## src/pkg/sbac_pkg.sv

```systemverilog
// Constants for the serial byte access engine and its two control registers
// Overview of operation
// - Byte write: start, address+0, command, data, stop; slave acknowledges each byte.
// - Command bit 7 set means byte access; bits 6:0 index the register byte.
// - Byte read: address+0, command, repeated start, address+1, slave returns byte.
// - Byte 0 bits 7/6 pick power-down and stop drive mode, reset 0.
// - Byte 0 bit 2 selects PLL bandwidth, 0 high, 1 low, reset 1.
// - Byte 0 bit 1 selects fanout or PLL path, reset 1.
// - Byte 0 bit 0 selects half rate or full rate, reset 1.
// - Byte 1 bits 6,5,2,1 enable output pairs, reset 1.
// - Only slave address 1101110 with direction bit is answered.
// - Command bit 7 clear is block transfer, walking bytes upward from lowest.
// - All registers load defaults at power-up; no programming needed.
package sbac_pkg;
  localparam logic [6:0] SLAVE_ADDR      = 7'h6e;
  localparam logic [6:0] REG_CLOCK_PATH  = 7'h00;
  localparam logic [6:0] REG_PAIR_EN     = 7'h01;
  localparam logic [7:0] RST_CLOCK_PATH  = 8'h07;
  localparam logic [7:0] RST_PAIR_EN     = 8'hff;
  localparam logic [7:0] WMASK_CLOCK_PATH = 8'hc7;
  localparam logic [7:0] WMASK_PAIR_EN   = 8'h66;
  localparam int         CMD_BYTE_BIT    = 7;
  localparam int         PD_MODE_BIT     = 7;
  localparam int         STOP_MODE_BIT   = 6;
  localparam int         BW_BIT          = 2;
  localparam int         PATH_BIT        = 1;
  localparam int         RATE_BIT        = 0;
  localparam logic [7:0] BLOCK_COUNT     = 8'h02;
endpackage

```

## src/pkg/sbac_reg_if.sv

```systemverilog
// Register access carrier between engine and register file
`timescale 1ns/1ps
interface sbac_reg_if;
  logic       wr_en;
  logic [6:0] addr;
  logic [7:0] wdata;
  logic [7:0] rdata;
  modport engine (output wr_en, output addr, output wdata, input rdata);
  modport regs   (input wr_en, input addr, input wdata, output rdata);
endinterface

```

## src/logic/sbac_regs.sv

```systemverilog
// Two control registers with masked writes
`timescale 1ns/1ps
module sbac_regs (
  // Clock and reset
  input  wire logic  clk_i,
  input  wire logic  rst_n_i,
  // Register access
  sbac_reg_if.regs   bus,
  // Register contents
  output logic [7:0] clock_path_control_o,
  output logic [7:0] output_pair_enables_o
);
  logic [7:0] cp_q, cp_d, pe_q, pe_d;

  always_comb begin
    cp_d = cp_q;
    pe_d = pe_q;
    if (bus.wr_en && bus.addr == sbac_pkg::REG_CLOCK_PATH) begin
      cp_d = (bus.wdata & sbac_pkg::WMASK_CLOCK_PATH) |
             (sbac_pkg::RST_CLOCK_PATH & ~sbac_pkg::WMASK_CLOCK_PATH);
    end
    if (bus.wr_en && bus.addr == sbac_pkg::REG_PAIR_EN) begin
      pe_d = (bus.wdata & sbac_pkg::WMASK_PAIR_EN) |
             (sbac_pkg::RST_PAIR_EN & ~sbac_pkg::WMASK_PAIR_EN);
    end
  end

  always_ff @(posedge clk_i or negedge rst_n_i) begin
    if (!rst_n_i) begin
      cp_q <= sbac_pkg::RST_CLOCK_PATH;
      pe_q <= sbac_pkg::RST_PAIR_EN;
    end else begin
      cp_q <= cp_d;
      pe_q <= pe_d;
    end
  end

  always_comb begin
    unique case (bus.addr)
      sbac_pkg::REG_CLOCK_PATH: bus.rdata = cp_q;
      sbac_pkg::REG_PAIR_EN:    bus.rdata = pe_q;
      default:                  bus.rdata = 8'h00;
    endcase
  end

  assign clock_path_control_o  = cp_q;
  assign output_pair_enables_o = pe_q;

  a_reserved_fixed: assert property (@(posedge clk_i) disable iff (!rst_n_i)
    ((cp_q & ~sbac_pkg::WMASK_CLOCK_PATH) ==
     (sbac_pkg::RST_CLOCK_PATH & ~sbac_pkg::WMASK_CLOCK_PATH)) &&
    ((pe_q & ~sbac_pkg::WMASK_PAIR_EN) == (sbac_pkg::RST_PAIR_EN & ~sbac_pkg::WMASK_PAIR_EN)))
    else $error("reserved bits changed");
  a_reset_defaults: assert property (@(posedge clk_i)
    $rose(rst_n_i) |-> (cp_q == sbac_pkg::RST_CLOCK_PATH && pe_q == sbac_pkg::RST_PAIR_EN))
    else $error("defaults not loaded");
endmodule

```

## src/logic/sbac_top.sv

```systemverilog
// Serial slave byte and block access engine with control outputs
`timescale 1ns/1ps
module sbac_top (
  // Clock and reset
  input  wire logic  clk_i,
  input  wire logic  rst_n_i,
  // Serial bus pins
  input  wire logic  scl_i,
  input  wire logic  sda_i,
  output logic       sda_o,
  output logic       sda_oe_o,
  // Control outputs
  output logic       pd_tristate_o,
  output logic       stop_tristate_o,
  output logic       pll_bandwidth_select_o,
  output logic       pll_path_o,
  output logic       half_rate_select_o,
  output logic [3:0] differential_output_pair_en_o
);
  typedef enum logic [2:0] {
    S_IDLE, S_ADDR, S_CMD, S_WDATA, S_RDATA, S_ACK, S_RACK, S_IGNORE
  } sbac_state_t;

  sbac_reg_if rif ();
  logic [7:0] cp, pe;

  sbac_regs sbac_regs_inst (
    .clk_i                 (clk_i),
    .rst_n_i               (rst_n_i),
    .bus                   (rif),
    .clock_path_control_o  (cp),
    .output_pair_enables_o (pe)
  );

  // ****************************************
  // Pin edge detection
  // ****************************************
  logic scl_q, sda_q;
  always_ff @(posedge clk_i or negedge rst_n_i) begin
    if (!rst_n_i) begin
      scl_q <= 1'b1;
      sda_q <= 1'b1;
    end else begin
      scl_q <= scl_i;
      sda_q <= sda_i;
    end
  end
  logic scl_rise, scl_fall, start_c, stop_c;
  assign scl_rise = scl_i && !scl_q;
  assign scl_fall = !scl_i && scl_q;
  assign start_c  = scl_i && scl_q && sda_q && !sda_i;
  assign stop_c   = scl_i && scl_q && !sda_q && sda_i;

  // ****************************************
  // Transfer state
  // ****************************************
  sbac_state_t st_q, st_d, nx_q, nx_d;
  logic [3:0]  cnt_q, cnt_d;
  logic [7:0]  sh_q, sh_d;
  logic [6:0]  idx_q, idx_d;
  logic        blk_q, blk_d, cnt1_q, cnt1_d, drv_q, drv_d, wr_d;

  // Bit count runs 0..8 so the clock fall right after a start is not a full byte
  always_comb begin
    st_d   = st_q;
    nx_d   = nx_q;
    cnt_d  = cnt_q;
    sh_d   = sh_q;
    idx_d  = idx_q;
    blk_d  = blk_q;
    cnt1_d = cnt1_q;
    drv_d  = drv_q;
    wr_d   = 1'b0;
    if (stop_c) begin
      st_d  = S_IDLE;
      drv_d = 1'b0;
    end else if (start_c) begin
      st_d  = S_ADDR;
      cnt_d = 4'h0;
      drv_d = 1'b0;
    end else if (scl_rise && (st_q == S_ADDR || st_q == S_CMD || st_q == S_WDATA)) begin
      sh_d  = {sh_q[6:0], sda_i};
      cnt_d = cnt_q + 4'h1;
    end else if (scl_rise && st_q == S_RACK) begin
      // Master nack ends the read burst, ack moves to the next byte
      if (sda_i) st_d = S_IGNORE;
      else idx_d = idx_q + 7'h01;
    end else if (scl_fall) begin
      unique case (st_q)
        S_ADDR: if (cnt_q == 4'h8) begin
          if (sh_q[7:1] == sbac_pkg::SLAVE_ADDR) begin
            drv_d = 1'b1;
            st_d  = S_ACK;
            nx_d  = sh_q[0] ? S_RDATA : S_CMD;
            if (sh_q[0]) sh_d = rif.rdata;
          end else begin
            st_d = S_IGNORE;
          end
        end
        S_CMD: if (cnt_q == 4'h8) begin
          blk_d  = !sh_q[sbac_pkg::CMD_BYTE_BIT];
          idx_d  = sh_q[sbac_pkg::CMD_BYTE_BIT] ? sh_q[6:0] : 7'h00;
          cnt1_d = sh_q[sbac_pkg::CMD_BYTE_BIT];
          drv_d  = 1'b1;
          st_d   = S_ACK;
          nx_d   = S_WDATA;
        end
        S_WDATA: if (cnt_q == 4'h8) begin
          if (cnt1_q) begin
            wr_d = 1'b1;
            if (blk_q) idx_d = idx_q + 7'h01;
          end
          cnt1_d = 1'b1;
          drv_d  = 1'b1;
          st_d   = S_ACK;
          nx_d   = S_WDATA;
        end
        S_ACK: begin
          st_d  = nx_q;
          cnt_d = 4'h0;
          drv_d = (nx_q == S_RDATA) ? !sh_q[7] : 1'b0;
        end
        S_RDATA: begin
          if (cnt_q == 4'h7) begin
            drv_d = 1'b0;
            st_d  = S_RACK;
          end else begin
            sh_d  = {sh_q[6:0], 1'b0};
            drv_d = !sh_q[6];
          end
          cnt_d = cnt_q + 4'h1;
        end
        S_RACK: begin
          // Next byte loads once the acked index has moved on
          sh_d  = rif.rdata;
          drv_d = !rif.rdata[7];
          cnt_d = 4'h0;
          st_d  = S_RDATA;
        end
        S_IDLE, S_IGNORE: ;
      endcase
    end
  end

  always_ff @(posedge clk_i or negedge rst_n_i) begin
    if (!rst_n_i) begin
      st_q   <= S_IDLE;
      nx_q   <= S_IDLE;
      cnt_q  <= 4'h0;
      sh_q   <= 8'h00;
      idx_q  <= 7'h00;
      blk_q  <= 1'b0;
      cnt1_q <= 1'b0;
      drv_q  <= 1'b0;
    end else begin
      st_q   <= st_d;
      nx_q   <= nx_d;
      cnt_q  <= cnt_d;
      sh_q   <= sh_d;
      idx_q  <= idx_d;
      blk_q  <= blk_d;
      cnt1_q <= cnt1_d;
      drv_q  <= drv_d;
    end
  end

  // Block writes skip the leading byte count; byte writes store the first byte
  assign rif.wr_en = wr_d;
  assign rif.addr  = idx_q;
  assign rif.wdata = sh_q;

  assign sda_o    = 1'b0;
  assign sda_oe_o = drv_q;

  // ****************************************
  // Control outputs
  // ****************************************
  // drive modes, PLL bandwidth, path and rate selects, output pair enables
  assign pd_tristate_o   = cp[sbac_pkg::PD_MODE_BIT];
  assign stop_tristate_o = cp[sbac_pkg::STOP_MODE_BIT];
  assign pll_bandwidth_select_o = cp[sbac_pkg::BW_BIT];
  assign pll_path_o = cp[sbac_pkg::PATH_BIT];
  assign half_rate_select_o = cp[sbac_pkg::RATE_BIT];
  assign differential_output_pair_en_o = {pe[6], pe[5], pe[2], pe[1]};

  // ****************************************
  // Checks
  // ****************************************
  // no acknowledge to foreign address
  a_addr_ack: assert property (@(posedge clk_i) disable iff (!rst_n_i)
    (st_q == S_ADDR && cnt_q == 4'h8 && scl_fall && sh_q[7:1] != sbac_pkg::SLAVE_ADDR)
    |=> (st_q == S_IGNORE && !sda_oe_o))
    else $error("acknowledged wrong address");
  a_ack_drive: assert property (@(posedge clk_i) disable iff (!rst_n_i)
    (st_q == S_ADDR && cnt_q == 4'h8 && scl_fall && sh_q[7:1] == sbac_pkg::SLAVE_ADDR)
    |=> (sda_oe_o && st_q == S_ACK))
    else $error("missing address acknowledge");
  a_cmd_index: assert property (@(posedge clk_i) disable iff (!rst_n_i)
    (st_q == S_CMD && cnt_q == 4'h8 && scl_fall && sh_q[7])
    |=> (idx_q == $past(sh_q[6:0]) && !blk_q))
    else $error("wrong byte index");
  a_block_zero: assert property (@(posedge clk_i) disable iff (!rst_n_i)
    (st_q == S_CMD && cnt_q == 4'h8 && scl_fall && !sh_q[7])
    |=> (idx_q == 7'h00 && blk_q))
    else $error("block index not zero");
  // read data moves only on clock fall
  a_read_data: assert property (@(posedge clk_i) disable iff (!rst_n_i)
    (st_q == S_RDATA && !start_c && !stop_c && !scl_fall) |=> (sda_oe_o == $past(sda_oe_o)))
    else $error("read data changed off edge");
  a_read_nack: assert property (@(posedge clk_i) disable iff (!rst_n_i)
    (st_q == S_RACK && scl_rise && sda_i) |=> (st_q == S_IGNORE && !sda_oe_o))
    else $error("read went on after nack");
  a_pair_write: assert property (@(posedge clk_i) disable iff (!rst_n_i)
    (rif.wr_en && rif.addr == sbac_pkg::REG_PAIR_EN) |=>
    (differential_output_pair_en_o == {$past(rif.wdata[6]), $past(rif.wdata[5]),
     $past(rif.wdata[2]), $past(rif.wdata[1])}))
    else $error("pair enable write lost");
  a_mode_write: assert property (@(posedge clk_i) disable iff (!rst_n_i)
    (rif.wr_en && rif.addr == sbac_pkg::REG_CLOCK_PATH) |=>
    (pd_tristate_o == $past(rif.wdata[sbac_pkg::PD_MODE_BIT])
     && stop_tristate_o == $past(rif.wdata[sbac_pkg::STOP_MODE_BIT])))
    else $error("mode write lost");
  a_bw_write: assert property (@(posedge clk_i) disable iff (!rst_n_i)
    (rif.wr_en && rif.addr == sbac_pkg::REG_CLOCK_PATH) |=>
    (pll_bandwidth_select_o == $past(rif.wdata[sbac_pkg::BW_BIT])))
    else $error("bandwidth write lost");
  a_path_write: assert property (@(posedge clk_i) disable iff (!rst_n_i)
    (rif.wr_en && rif.addr == sbac_pkg::REG_CLOCK_PATH) |=>
    (pll_path_o == $past(rif.wdata[sbac_pkg::PATH_BIT])))
    else $error("path write lost");
  a_rate_write: assert property (@(posedge clk_i) disable iff (!rst_n_i)
    (rif.wr_en && rif.addr == sbac_pkg::REG_CLOCK_PATH) |=>
    (half_rate_select_o == $past(rif.wdata[sbac_pkg::RATE_BIT])))
    else $error("rate write lost");
  a_stop_rel: assert property (@(posedge clk_i) disable iff (!rst_n_i)
    stop_c |=> (!sda_oe_o && st_q == S_IDLE))
    else $error("line held after stop");
endmodule

```

## config.mk

```make
export PLATFORM = sky130hd
export DESIGN_NAME = sbac_top
export DESIGN_NICKNAME = d
export VERILOG_FILES = /design/src/pkg/sbac_pkg.sv /design/src/pkg/sbac_reg_if.sv /design/src/logic/sbac_regs.sv /design/src/logic/sbac_top.sv
export SDC_FILE = /design/constraint.sdc
export NUM_CORES = 1
export LEC_CHECK = 0
export ABC_AREA = 1
export ABC_CLOCK_PERIOD_IN_PS = 3700
export BUFFER_PORTS_ARGS = -buffer_cell sky130_fd_sc_hd__buf_4
export CAP_MARGIN = 20
export CORE_MARGIN = 1
export CORE_UTILIZATION = 62
export DETAILED_ROUTE_END_ITERATION = 10
export GPL_ROUTABILITY_DRIVEN = 0
export MAX_ROUTING_LAYER = met4
export PLACE_DENSITY = 0.81
export REMOVE_ABC_BUFFERS = 1
export SLEW_MARGIN = 20
export SYNTH_ARGS = -nofsm -noshare
export SYNTH_HDL_FRONTEND = slang
export SYNTH_SLANG_ARGS = --single-unit
```

## constraint.sdc

```tcl
create_clock -name clk_i -period 3.7 [get_ports clk_i]
set_clock_uncertainty 0.05 [all_clocks]
set_input_delay 0.74 -clock clk_i [delete_from_list [all_inputs] [get_ports clk_i]]
set_output_delay 0.74 -clock clk_i [all_outputs]
set_load 0.01 [all_outputs]
```

==> results of run 1 <==
worst reg2reg max path, delay by kind of cell, from the launching register on:
family | cells | cell delay (ns)
AND/OR/NAND/NOR | 6 | 0.80
flip-flops | 1 | 0.61
buffers and inverters | 2 | 0.28
AO/OA/AOI/OAI | 1 | 0.16
cell usage in the layout (no fill, tap or decap), drive strengths merged:
cell / synthesis / layout
xnor2: 1 / 1
clkbuf: 0 / 6
nor3b: 1 / 1
nor3: 3 / 3
inv: 45 / 45
and3: 1 / 1
nor4: 1 / 1
bufinv: 0 / 1
a21oi: 11 / 11
xor2: 4 / 4
o21ai: 29 / 29
clkinv: 0 / 1
o22ai: 1 / 1
ha: 5 / 5
nand2: 139 / 139
nand4: 5 / 5
dfrtp: 30 / 30
dfstp: 9 / 9
conb: 1 / 1
nand3: 37 / 37
buf: 6 / 13
nor2: 41 / 41
where the power goes:
| part | switching, uW | total (uW) | leakage [uW] | internal (uW) |
|---|---|---|---|---|
| Combinational | 534 | 776 | 0.000894 | 243 |
| Clock | 158 | 377 | 0.0000612 | 218 |
| Sequential | 132 | 664 | 0.000485 | 532 |
cell families after synthesis:
| group | synth area share, % |
|---|---|
| AOI/OAI and AO/OA | 8.23 |
| DFF | 39.4 |
| other | 0.149 |
| and+or+nand+nor | 39.6 |
| buffers and inverters | 8.48 |
| adders and majority gates | 2.49 |
| xor gates and xnor gates | 1.75 |
per-layer routing:
| metal | share of wire [%] | up-vias | wire length, um |
|---|---|---|---|
| met5 | 0 | - | 0 |
| li1 | - | 1185 | - |
| met4 | 1.8 | 0 | 104 |
| met1 | 46 | 1071 | 2710 |
| met2 | 44 | 107 | 2590 |
| met3 | 8.2 | 15 | 483 |
stage by stage:
step | power (uW) | hold WS [ns] | cell area, sq um | std cells
6_report | 1820 | 0.337 | 2740 | 433
5_1_grt | 1960 | 0.374 | 2740 | 433
4_1_cts | 1800 | 0.359 | 2740 | 433
3_5_place_dp | 1410 | 0.408 | 2620 | 425
3_3_place_gp | 1400 | 0.406 | 2620 | 425
2_1_floorplan | 1230 | 0.392 | 2460 | 364
final cells by class:
cell class	count	area (sq um)
inverters	45	169
repair buffers	13	97.6
flip-flops and latches	39	987
well taps	48	60.1
clock inverters	2	35.0
fillers	317	1030
clock buffers	6	82.6
multi-input cells	280	1310
how the worst max path moves through the flow:
stage                                    from  cells after the start              endpoint
after floorplan                         scl_i                      8  idx_q[6]$_DFFE_PN0P_
after global placement                  scl_i                      9  idx_q[6]$_DFFE_PN0P_
after detailed placement                scl_i                      9  idx_q[6]$_DFFE_PN0P_
after CTS                 st_q[2]$_DFFE_PN0P_                      9  idx_q[6]$_DFFE_PN0P_
after global routing      st_q[2]$_DFFE_PN0P_                      9  idx_q[6]$_DFFE_PN0P_
final                     st_q[2]$_DFFE_PN0P_                      9  idx_q[6]$_DFFE_PN0P_
flip-flops by register name, indices dropped and copies added, names as in the netlist:
signal,count
sda_q,1
cnt_q,4
st_q,3
rif.wdata,8
sbac_regs_inst.clock_path_control_o,5
sda_oe_o,1
idx_q,7
nx_q,3
sbac_regs_inst.output_pair_enables_o,4
cnt1_q,1
blk_q,1
scl_q,1
==> impl_metrics.tcl, run 1 <==
set metrics [dict create \
    grt_start_max_net_pins 40 \
    fmax_mhz 501 \
    synth_top_cell_by_area "sky130_fd_sc_hd__dfrtp_1" \
    start_util_pct 66.5 \
    htree_levels 2 \
    wl_per_cell_um 13.6 \
    ff2ff_setup_slack_ns 1.70 \
    final_core_utilization_pct 72.7 \
    post_synth_top_area_share_pct 29.9 \
    setup.worst_path.start_class "flip-flop" \
    pwr_density_cell_nw_per_um2 663 \
    post_synth_num_cell_types 27 \
    diodes 0 \
    fin_ws_ns 1.70 \
    post-synth-top-count-cell "sky130_fd_sc_hd__nand2_1" \
    number_of_drc_violations_after_detailed_routing_iteration_0 254 \
    timing.critical_path.slowest_cell_delay_ns 0.61 \
    timing.final.hold_violations 0 \
    critPathArrivalTime_ns 2.14 \
    post_synth_inst_count 370 \
    insertion_delay_ns 0.30 \
    min_period_over_period_pct 54.0 \
    synth_top_cells_by_count "sky130_fd_sc_hd__nand2_1 (134), sky130_fd_sc_hd__inv_1 (40), sky130_fd_sc_hd__nor2_1 (36)" \
    tritoncts "built" \
    post_cts_resized 0 \
    core_area_sq_um 3770 \
    tritoncts_num_sinks 39 \
    critical-path-top-delay-family "simple AND/OR/NAND/NOR gates" \
    grt_first_pass_wirelength_um 10000 \
    required_ns 3.84 \
    post_drt_via_cell_ratio 5.49 \
    hold_path_class "in -> async" \
    finalSetupTns_ns 0 \
    die_area_sq_um 4300 \
    finalWorstPathRequiredPeriod_ns 2.00 \
    clock_buffer_count_from_cts 5 \
    max-vdd-ir-drop_mv 0.508 \
    rsz0062_at_grt "false" \
    cp-end-kind "flip-flop" \
    proportion_of_layout_cells_with_a_drive_suffix_above_1_pct 12.7 \
    clock_root_buffer "sky130_fd_sc_hd__clkbuf_8" \
    use_met2_pct 47.8 \
    route.detailed.drc 0 \
    cts_post_setup_buffers_inserted 0 \
    wl_um 5890 \
    grt.met3_usage_pct 5.56 \
    i_o_pins 15 \
    worstRegToRegCells 9 \
    syn-cell-area_sq_um 2510 \
    relSlewSlack_pct 62.9 \
    status "complete, no violations" \
    num_rows 22 \
    critical_path.slowest_cell "sky130_fd_sc_hd__dfrtp_1" \
    maximum_capacitance_violations 0 \
    critical_path.reg2reg.startpoint "st_q[2]$_DFFE_PN0P_" \
    ys_dominant_reg_cell "sky130_fd_sc_hd__dfrtp_1" \
    dr_total_vias 2378 \
    worstPathMaxFanout 11 \
    grt_use_met1_pct 43.7 \
    timing.critical_path.cells "inv_2 -> nand2_2 -> nor2_2 -> nor2_1 -> inv_1 -> a21oi_1 -> nor2_1 -> nand2_1 -> nand2_1" \
    place_hpwl_um 4260 \
    grt-ovfl-total 0 \
    fp.dieW_um 65.6 \
    timing.final.max_slew_violations 0 \
    place_ws_ns 1.58 \
    synth_edf_count 0 \
    grt_pass1_vias 2169 \
    leading_cell_types_by_total_area_after_synthesis "sky130_fd_sc_hd__dfrtp_1 (30%), sky130_fd_sc_hd__nand2_1 (20%), sky130_fd_sc_hd__dfstp_2 (9.4%)" \
    busiest_layer "met2" \
    finish.net_count 393 \
    worstReg2RegEnd "idx_q[6]$_DFFE_PN0P_" \
    worst-path-buf-inv 2 \
    grt_usage_pct 31.8 \
    drt_pass1_iterations 5 \
    ys_seq_area_share_pct 39.4 \
    power_leakage_uw 0.00144 \
    detail-route-antenna-nets 0 \
    postSynth.asyncResetShare_pct 100 \
    ys_ff_latch 39 \
    die-height_um 65.6 \
    initial_antenna_violation_count 0 \
    max_slew.worst_pin.slew_ns 0.554 \
    clock_path_buffers 2 \
    setup_violations 0 \
    synth_area_per_cell_sq_um 6.78 \
    criticalPathCategory "reg -> reg" \
    cts_clock_pin_slew_for_the_worst_setup_and_hold_paths_ns 0.09 \
    place.port_buffers 13 \
    yosys_warnings 0 \
    area_growth_syn_to_layout_pct 9.23 \
    cts_hold_buf 0 \
]
(Power assumes the default switching activity.)
==> run 2: changes to the inputs <==
--- a/config.mk
+++ b/config.mk
@@ -6,15 +6,15 @@
 export NUM_CORES = 1
 export LEC_CHECK = 0
 export ABC_AREA = 1
-export ABC_CLOCK_PERIOD_IN_PS = 3700
+export ABC_CLOCK_PERIOD_IN_PS = 1600
 export BUFFER_PORTS_ARGS = -buffer_cell sky130_fd_sc_hd__buf_4
 export CAP_MARGIN = 20
 export CORE_MARGIN = 1
-export CORE_UTILIZATION = 62
+export CORE_UTILIZATION = 55
 export DETAILED_ROUTE_END_ITERATION = 10
 export GPL_ROUTABILITY_DRIVEN = 0
 export MAX_ROUTING_LAYER = met4
-export PLACE_DENSITY = 0.81
+export PLACE_DENSITY = 0.76
 export REMOVE_ABC_BUFFERS = 1
 export SLEW_MARGIN = 20
 export SYNTH_ARGS = -nofsm -noshare
==> constraint.sdc (replaced) <==
create_clock -name clk_i -period 1.6 [get_ports clk_i]
set_clock_uncertainty 0.05 [all_clocks]
set_input_delay 0.32 -clock clk_i [delete_from_list [all_inputs] [get_ports clk_i]]
set_output_delay 0.32 -clock clk_i [all_outputs]
set_load 0.01 [all_outputs]
==> run 2 against run 1 <==
Critical endpoint is now rif.wdata[5]$_DFFE_PN0P_. Sequential power grew 130%. Critical path depth grew 1. Setup slack lost 1.8 ns. Non-clock buffer count grew 41. Register-to-register slack lost 1.8 ns. Cell count grew 11%. The flow now finishes with violations (setup timing). Die area grew 12%. Total power grew to 2.9 times the previous value. First-iteration DRC count shrank 20%. Clock power grew 130%.
==> impl_metrics.tcl, run 2 (synthesis gave the netlist of run 1 again) <==
set metrics [dict create \
    status "complete, but fails checks" \
    failing_checks "setup timing" \
    p_seq_share_pct 29.0 \
    die_area_sq_um 4840 \
    place_ws_ns -0.105 \
    wl_per_cell_um 14.6 \
    grt_first_pass_wirelength_um 10800 \
    num_rows 24 \
    finish.net_count 435 \
    dr_total_vias 2646 \
    area_growth_syn_to_layout_pct 33.2 \
    clock_buffer_count_from_cts 5 \
    setup_violations 18 \
    grt-ovfl-total 0 \
    rsz0062_at_grt "true" \
    tritoncts "built" \
    required_ns 1.81 \
    clock_root_buffer "sky130_fd_sc_hd__clkbuf_8" \
    fin_ws_ns -0.114 \
    power_leakage_uw 0.00168 \
    layout_commonest_cell "sky130_fd_sc_hd__nand2_1" \
    proportion_of_layout_cells_with_a_drive_suffix_above_1_pct 34.7 \
    place.port_buffers 13 \
    power.share.switching_pct 45.8 \
    p_comb_share_pct 54.5 \
    grt_start_max_net_pins 40 \
    place_hpwl_um 4580 \
    initial_antenna_violation_count 0 \
    start_util_pct 57.6 \
    critPathArrivalTime_ns 1.92 \
    setup.worst_path.start_class "flip-flop" \
    hold_path_class "in -> reg" \
    die-height_um 69.5 \
    post_drt_via_cell_ratio 5.52 \
    maximum_capacitance_violations 0 \
    cp-end-kind "flip-flop" \
    diodes 0 \
    fmax_mhz 584 \
    grt_usage_pct 29.4 \
    timing.final.max_slew_violations 0 \
    final_core_utilization_pct 76.8 \
    largest_register_ffs 8 \
    tritoncts_num_sinks 39 \
    fp.dieW_um 69.5 \
    worstPathMaxFanout 5 \
    insertion_delay_ns 0.31 \
    grt_pass1_vias 2303 \
    layout.filler_cells 299 \
    htree_levels 2 \
    switching_power_of_the_nets_uw 2380 \
    wl_um 7010 \
    clock_path_buffers 2 \
    number_of_drc_violations_after_detailed_routing_iteration_0 204 \
    drt_pass1_iterations 5 \
    i_o_pins 15 \
    power.clock.fraction_pct 16.5 \
    finalWorstPathRequiredPeriod_ns 1.71 \
    max-vdd-ir-drop_mv 1.15 \
    core_area_sq_um 4350 \
    totalPowerFinal_uw 5200 \
    cts_clock_pin_slew_for_the_worst_setup_and_hold_paths_ns 0.09 \
    pwr_density_cell_nw_per_um2 1560 \
    timing.final.hold_violations 0 \
    power.internal_uw 2820 \
    criticalPathCategory "reg -> reg" \
    min_period_over_period_pct 107 \
    final_cell_mix "sky130_fd_sc_hd__nand2_1 (116), sky130_fd_sc_hd__buf_4 (50), sky130_fd_sc_hd__inv_1 (32)" \
    route.detailed.drc 0 \
    detail-route-antenna-nets 0 \
]
-- run 2: power by group through the flow --
stage                     combinational, uW  sequential [uW]  clock, uW
after floorplan                        1370             1470          0
after global routing                   3110             1540        901
after CTS                              2250             1480        861
after global placement                 2130             1480          0
after detailed placement               2160             1490          0
final                                  2840             1510        861
-- run 2: timing repair --
item | CTS | global route
setup buffers | 2 | 6
cloned | 0 | 1
gates resized for setup | 17 | 76
hold endpoints to repair | 30 | 0
setup endpoints to repair | 21 | 35
hold buffers | 1 | 0
pin swaps | 10 | 18
-- run 2: per-layer routing --
layer | part of all wire [%] | track usage [%]
met5 | 0 | -
met4 | 3.1 | 10.7
met3 | 7.3 | 5.96
met2 | 48 | 44.7
met1 | 42 | 39.2
-- run 2: metrics by stage --
stage / hold slack (ns) / TNS [ns] / instances / instance area, sq um
finish: 0.0897 / -1.16 / 479 / 3340
global route: 0.0853 / -3.93 / 479 / 3340
CTS: 0.0826 / -0.307 / 472 / 3050
detailed placement: 0.271 / -1.01 / 461 / 2870
global placement: 0.265 / -0.666 / 461 / 2870
floorplan: -0.0256 / -0.0152 / 364 / 2460
-- run 2: final cells by class --
cell class	instances	area, sq um	area share, %
clock buffers	5	68.8	2.06
flip-flops and latches	39	990	29.6
repair buffers	54	419	12.5
well taps	52	65.1	1.95
inverters	45	171	5.13
clock inverters	3	43.8	1.31
multi-input cells	281	1580	47.4
-- run 2: final timing paths --
check,from,cells past startpoint,slack [ns],end
worst max-delay path,scl_q$_DFF_PN1_,10,-0.11,rif.wdata[5]$_DFFE_PN0P_
min in group asynchronous,rst_n_i,2,0.46,idx_q[3]$_DFFE_PN0P_
max in group asynchronous,rst_n_i,2,0.67,sbac_regs_inst.clock_path_control_o[0]$_DFFE_PN1P_
worst min-delay path,sda_i,1,0.09,sda_q$_DFF_PN1_
worst max register to register,scl_q$_DFF_PN1_,10,-0.11,rif.wdata[5]$_DFFE_PN0P_
worst min register to register,sbac_regs_inst.output_pair_enables_o[5]$_DFFE_PN1P_,2,0.43,sbac_regs_inst.output_pair_enables_o[5]$_DFFE_PN1P_
-- run 2: worst max-delay path, stage by stage, from the launching register on --
cell and delay, ns:
sky130_fd_sc_hd__dfstp_2 0.61, sky130_fd_sc_hd__inv_1 0.09, sky130_fd_sc_hd__nand2_1 0.12, sky130_fd_sc_hd__nor2_4 0.06, sky130_fd_sc_hd__buf_4 0.15, sky130_fd_sc_hd__nor2_4 0.10, sky130_fd_sc_hd__nand2_2 0.07, sky130_fd_sc_hd__nor2_4 0.19
sky130_fd_sc_hd__buf_6 0.13, sky130_fd_sc_hd__nand2_1 0.05, sky130_fd_sc_hd__nand2_1 0.06
==> run 3: changes to the inputs <==
--- a/config.mk
+++ b/config.mk
@@ -10,12 +10,11 @@
 export BUFFER_PORTS_ARGS = -buffer_cell sky130_fd_sc_hd__buf_4
 export CAP_MARGIN = 20
 export CORE_MARGIN = 1
-export CORE_UTILIZATION = 55
+export CORE_UTILIZATION = 50
 export DETAILED_ROUTE_END_ITERATION = 10
 export GPL_ROUTABILITY_DRIVEN = 0
 export MAX_ROUTING_LAYER = met4
-export PLACE_DENSITY = 0.76
-export REMOVE_ABC_BUFFERS = 1
+export PLACE_DENSITY = 0.7
 export SLEW_MARGIN = 20
 export SYNTH_ARGS = -nofsm -noshare
 export SYNTH_HDL_FRONTEND = slang
==> run 3 against run 2 <==
Count of clock-buffer cells in the layout rose by 1. Sequential power barely moved. Maximum frequency increased by 2.1%. Clock power fell by 20%. The flow still finishes with violations (setup timing). Via count increased by 3.6%. Largest cell class unchanged. Wire length rose by 7.7%. Cell count increased by 5.4%. Combinational power increased by 8.8%. Non-clock buffer count grew 11.
==> impl_metrics.tcl, run 3 (synthesis gave the netlist of run 1 again) <==
set metrics [dict create \
    criticalPathCategory "reg -> reg" \
    num_rows 25 \
    critPathArrivalTime_ns 1.83 \
    power_leakage_uw 0.00173 \
    timing.final.max_slew_violations 0 \
    path_depth 11 \
    worstReg2RegEnd "rif.wdata[1]$_DFFE_PN0P_" \
    tritoncts_num_sinks 39 \
    required_ns 1.75 \
    grt_use_met1_pct 35.8 \
    grt-ovfl-total 0 \
    finish.net_count 446 \
    drt_pass1_iterations 4 \
    worstRegToRegCells 11 \
    grt_usage_pct 27.4 \
    die_area_sq_um 5300 \
    layout.filler_cells 367 \
    rsz0062_at_grt "true" \
    dr_total_vias 2740 \
    die-height_um 72.8 \
    start_util_pct 52.4 \
    fin_ws_ns -0.0791 \
    use_met2_pct 43.1 \
    busiest_layer "met2" \
    critical_path.slowest_cell "sky130_fd_sc_hd__dfrtp_1" \
    min_period_over_period_pct 105 \
    proportion_of_layout_cells_with_a_drive_suffix_above_1_pct 37.7 \
    grt.met3_usage_pct 5.39 \
    finalSetupTns_ns -0.608 \
    grt_pass1_vias 2203 \
    area_growth_syn_to_layout_pct 39.6 \
    number_of_drc_violations_after_detailed_routing_iteration_0 192 \
    detail-route-antenna-nets 0 \
    wl_per_cell_um 14.9 \
    largest_register_ffs 8 \
    tritoncts "built" \
    core_area_sq_um 4790 \
    setup.worst_path.end "rif.wdata[1]$_DFFE_PN0P_" \
    maximum_capacitance_violations 0 \
    clock_buffer_count_from_cts 5 \
    grt_start_max_net_pins 40 \
    diodes 0 \
    route.detailed.drc 0 \
    mappedNetlistNets 379 \
    final_core_utilization_pct 73.2 \
    timing.final.hold_violations 0 \
    place_ws_ns -0.137 \
    finalWorstPathRequiredPeriod_ns 1.68 \
    worst-path-buf-inv 2 \
    initial_antenna_violation_count 0 \
    post_drt_via_cell_ratio 5.43 \
    setup.worst_path.start_class "flip-flop" \
    hold_path_class "in -> reg" \
    critical-path-top-delay-family "simple AND/OR/NAND/NOR gates" \
    setup_violations 12 \
    i_o_pins 15 \
    final_cell_mix "sky130_fd_sc_hd__nand2_1 (110), sky130_fd_sc_hd__buf_4 (56), sky130_fd_sc_hd__inv_1 (34)" \
    cts_clock_pin_slew_for_the_worst_setup_and_hold_paths_ns 0.08 \
    max-vdd-ir-drop_mv 1.30 \
    critical-path-top-cell-by-count "sky130_fd_sc_hd__nand2_4" \
    critical_path.reg2reg.startpoint "cnt_q[1]$_DFFE_PN0P_" \
    timing.critical_path.cells "inv_2 -> ha_4 -> nand2_4 -> nor2_4 -> nand3_4 -> nand2_4 -> nand2_4 -> nor2_4 -> inv_4 -> nand2_1 -> nand2_1" \
    cp-end-kind "flip-flop" \
    crit_path_start "cnt_q[1]$_DFFE_PN0P_" \
    layout_commonest_cell "sky130_fd_sc_hd__nand2_1" \
    fp.dieW_um 72.8 \
    status "complete, but fails checks" \
    fmax_mhz 596 \
    pwr_density_cell_nw_per_um2 1520 \
    clock_path_buffers 2 \
    worstPathMaxFanout 7 \
    failing_checks "setup timing" \
    place_hpwl_um 4760 \
    ff2ff_setup_slack_ns -0.08 \
    insertion_delay_ns 0.31 \
    place.port_buffers 13 \
    wl_um 7540 \
    timing.critical_path.slowest_cell_delay_ns 0.40 \
    htree_levels 2 \
    clock_root_buffer "sky130_fd_sc_hd__clkbuf_8" \
    grt_first_pass_wirelength_um 10400 \
]
run 3: layout make-up:
class,instances,area (sq um),area share [%]
clock buffers,6,72.6,2.07
clock inverters,2,12.5,0.357
inverters,45,176,5.04
multi-input cells,281,1650,47.0
flip-flops and latches,39,990,28.3
well taps,67,83.8,2.39
repair buffers,65,520,14.9
run 3: where the power goes:
group | total [uW] | switching [uW] | internal [uW]
Combinational | 3090 | 1850 | 1240
Clock | 687 | 382 | 305
Sequential | 1530 | 297 | 1240
Total | 5310 | 2530 | 2780
run 3: how the worst min path moves through the flow:
| stage | to | startpoint | slack, ns | cells after the start |
|---|---|---|---|---|
| 2_1_floorplan | blk_q$_DFFE_PN0P_ | rst_n_i | -0.03 | 0 |
| 3_3_place_gp | idx_q[6]$_DFFE_PN0P_ | rst_n_i | 0.27 | 1 |
| 3_5_place_dp | idx_q[6]$_DFFE_PN0P_ | rst_n_i | 0.27 | 1 |
| 4_1_cts | sda_q$_DFF_PN1_ | sda_i | 0.08 | 1 |
| 5_1_grt | sda_q$_DFF_PN1_ | sda_i | 0.09 | 1 |
| 6_report | sda_q$_DFF_PN1_ | sda_i | 0.10 | 1 |
run 3: what timing repair did:
| action | 4_1_cts | 5_1_grt |
|---|---|---|
| hold buffers | 1 | 0 |
| resized for setup | 24 | 91 |
| cloned | 0 | 2 |
| hold endpoints to repair | 30 | 0 |
| pin swaps | 6 | 24 |
| buffers inserted | 5 | 10 |
| setup endpoints to repair | 20 | 35 |
run 3: per-stage QoR:
step | power (uW) | instance area (sq um) | cells | hold WS [ns]
3_5_place_dp | 3690 | 2910 | 479 | 0.270
6_report | 5310 | 3500 | 505 | 0.101
5_1_grt | 5650 | 3500 | 505 | 0.0914
2_1_floorplan | 2900 | 2510 | 370 | -0.0256
4_1_cts | 4570 | 3130 | 493 | 0.0848
3_3_place_gp | 3650 | 2910 | 479 | 0.266
run 3: worst reg2reg max path: cells and delay by family (launching register included):
| family | cells | cell delay (ns) |
|---|---|---|
| DFF | 1 | 0.40 |
| adders and majority gates | 1 | 0.17 |
| buffers and inverters | 2 | 0.16 |
| and+or+nand+nor | 8 | 0.79 |
run 3: routing by layer:
layer | vias up | routed length, um
met5 | - | 0
met4 | 0 | 219
met3 | 24 | 474
met2 | 114 | 3660
met1 | 1299 | 3190
li1 | 1303 | -
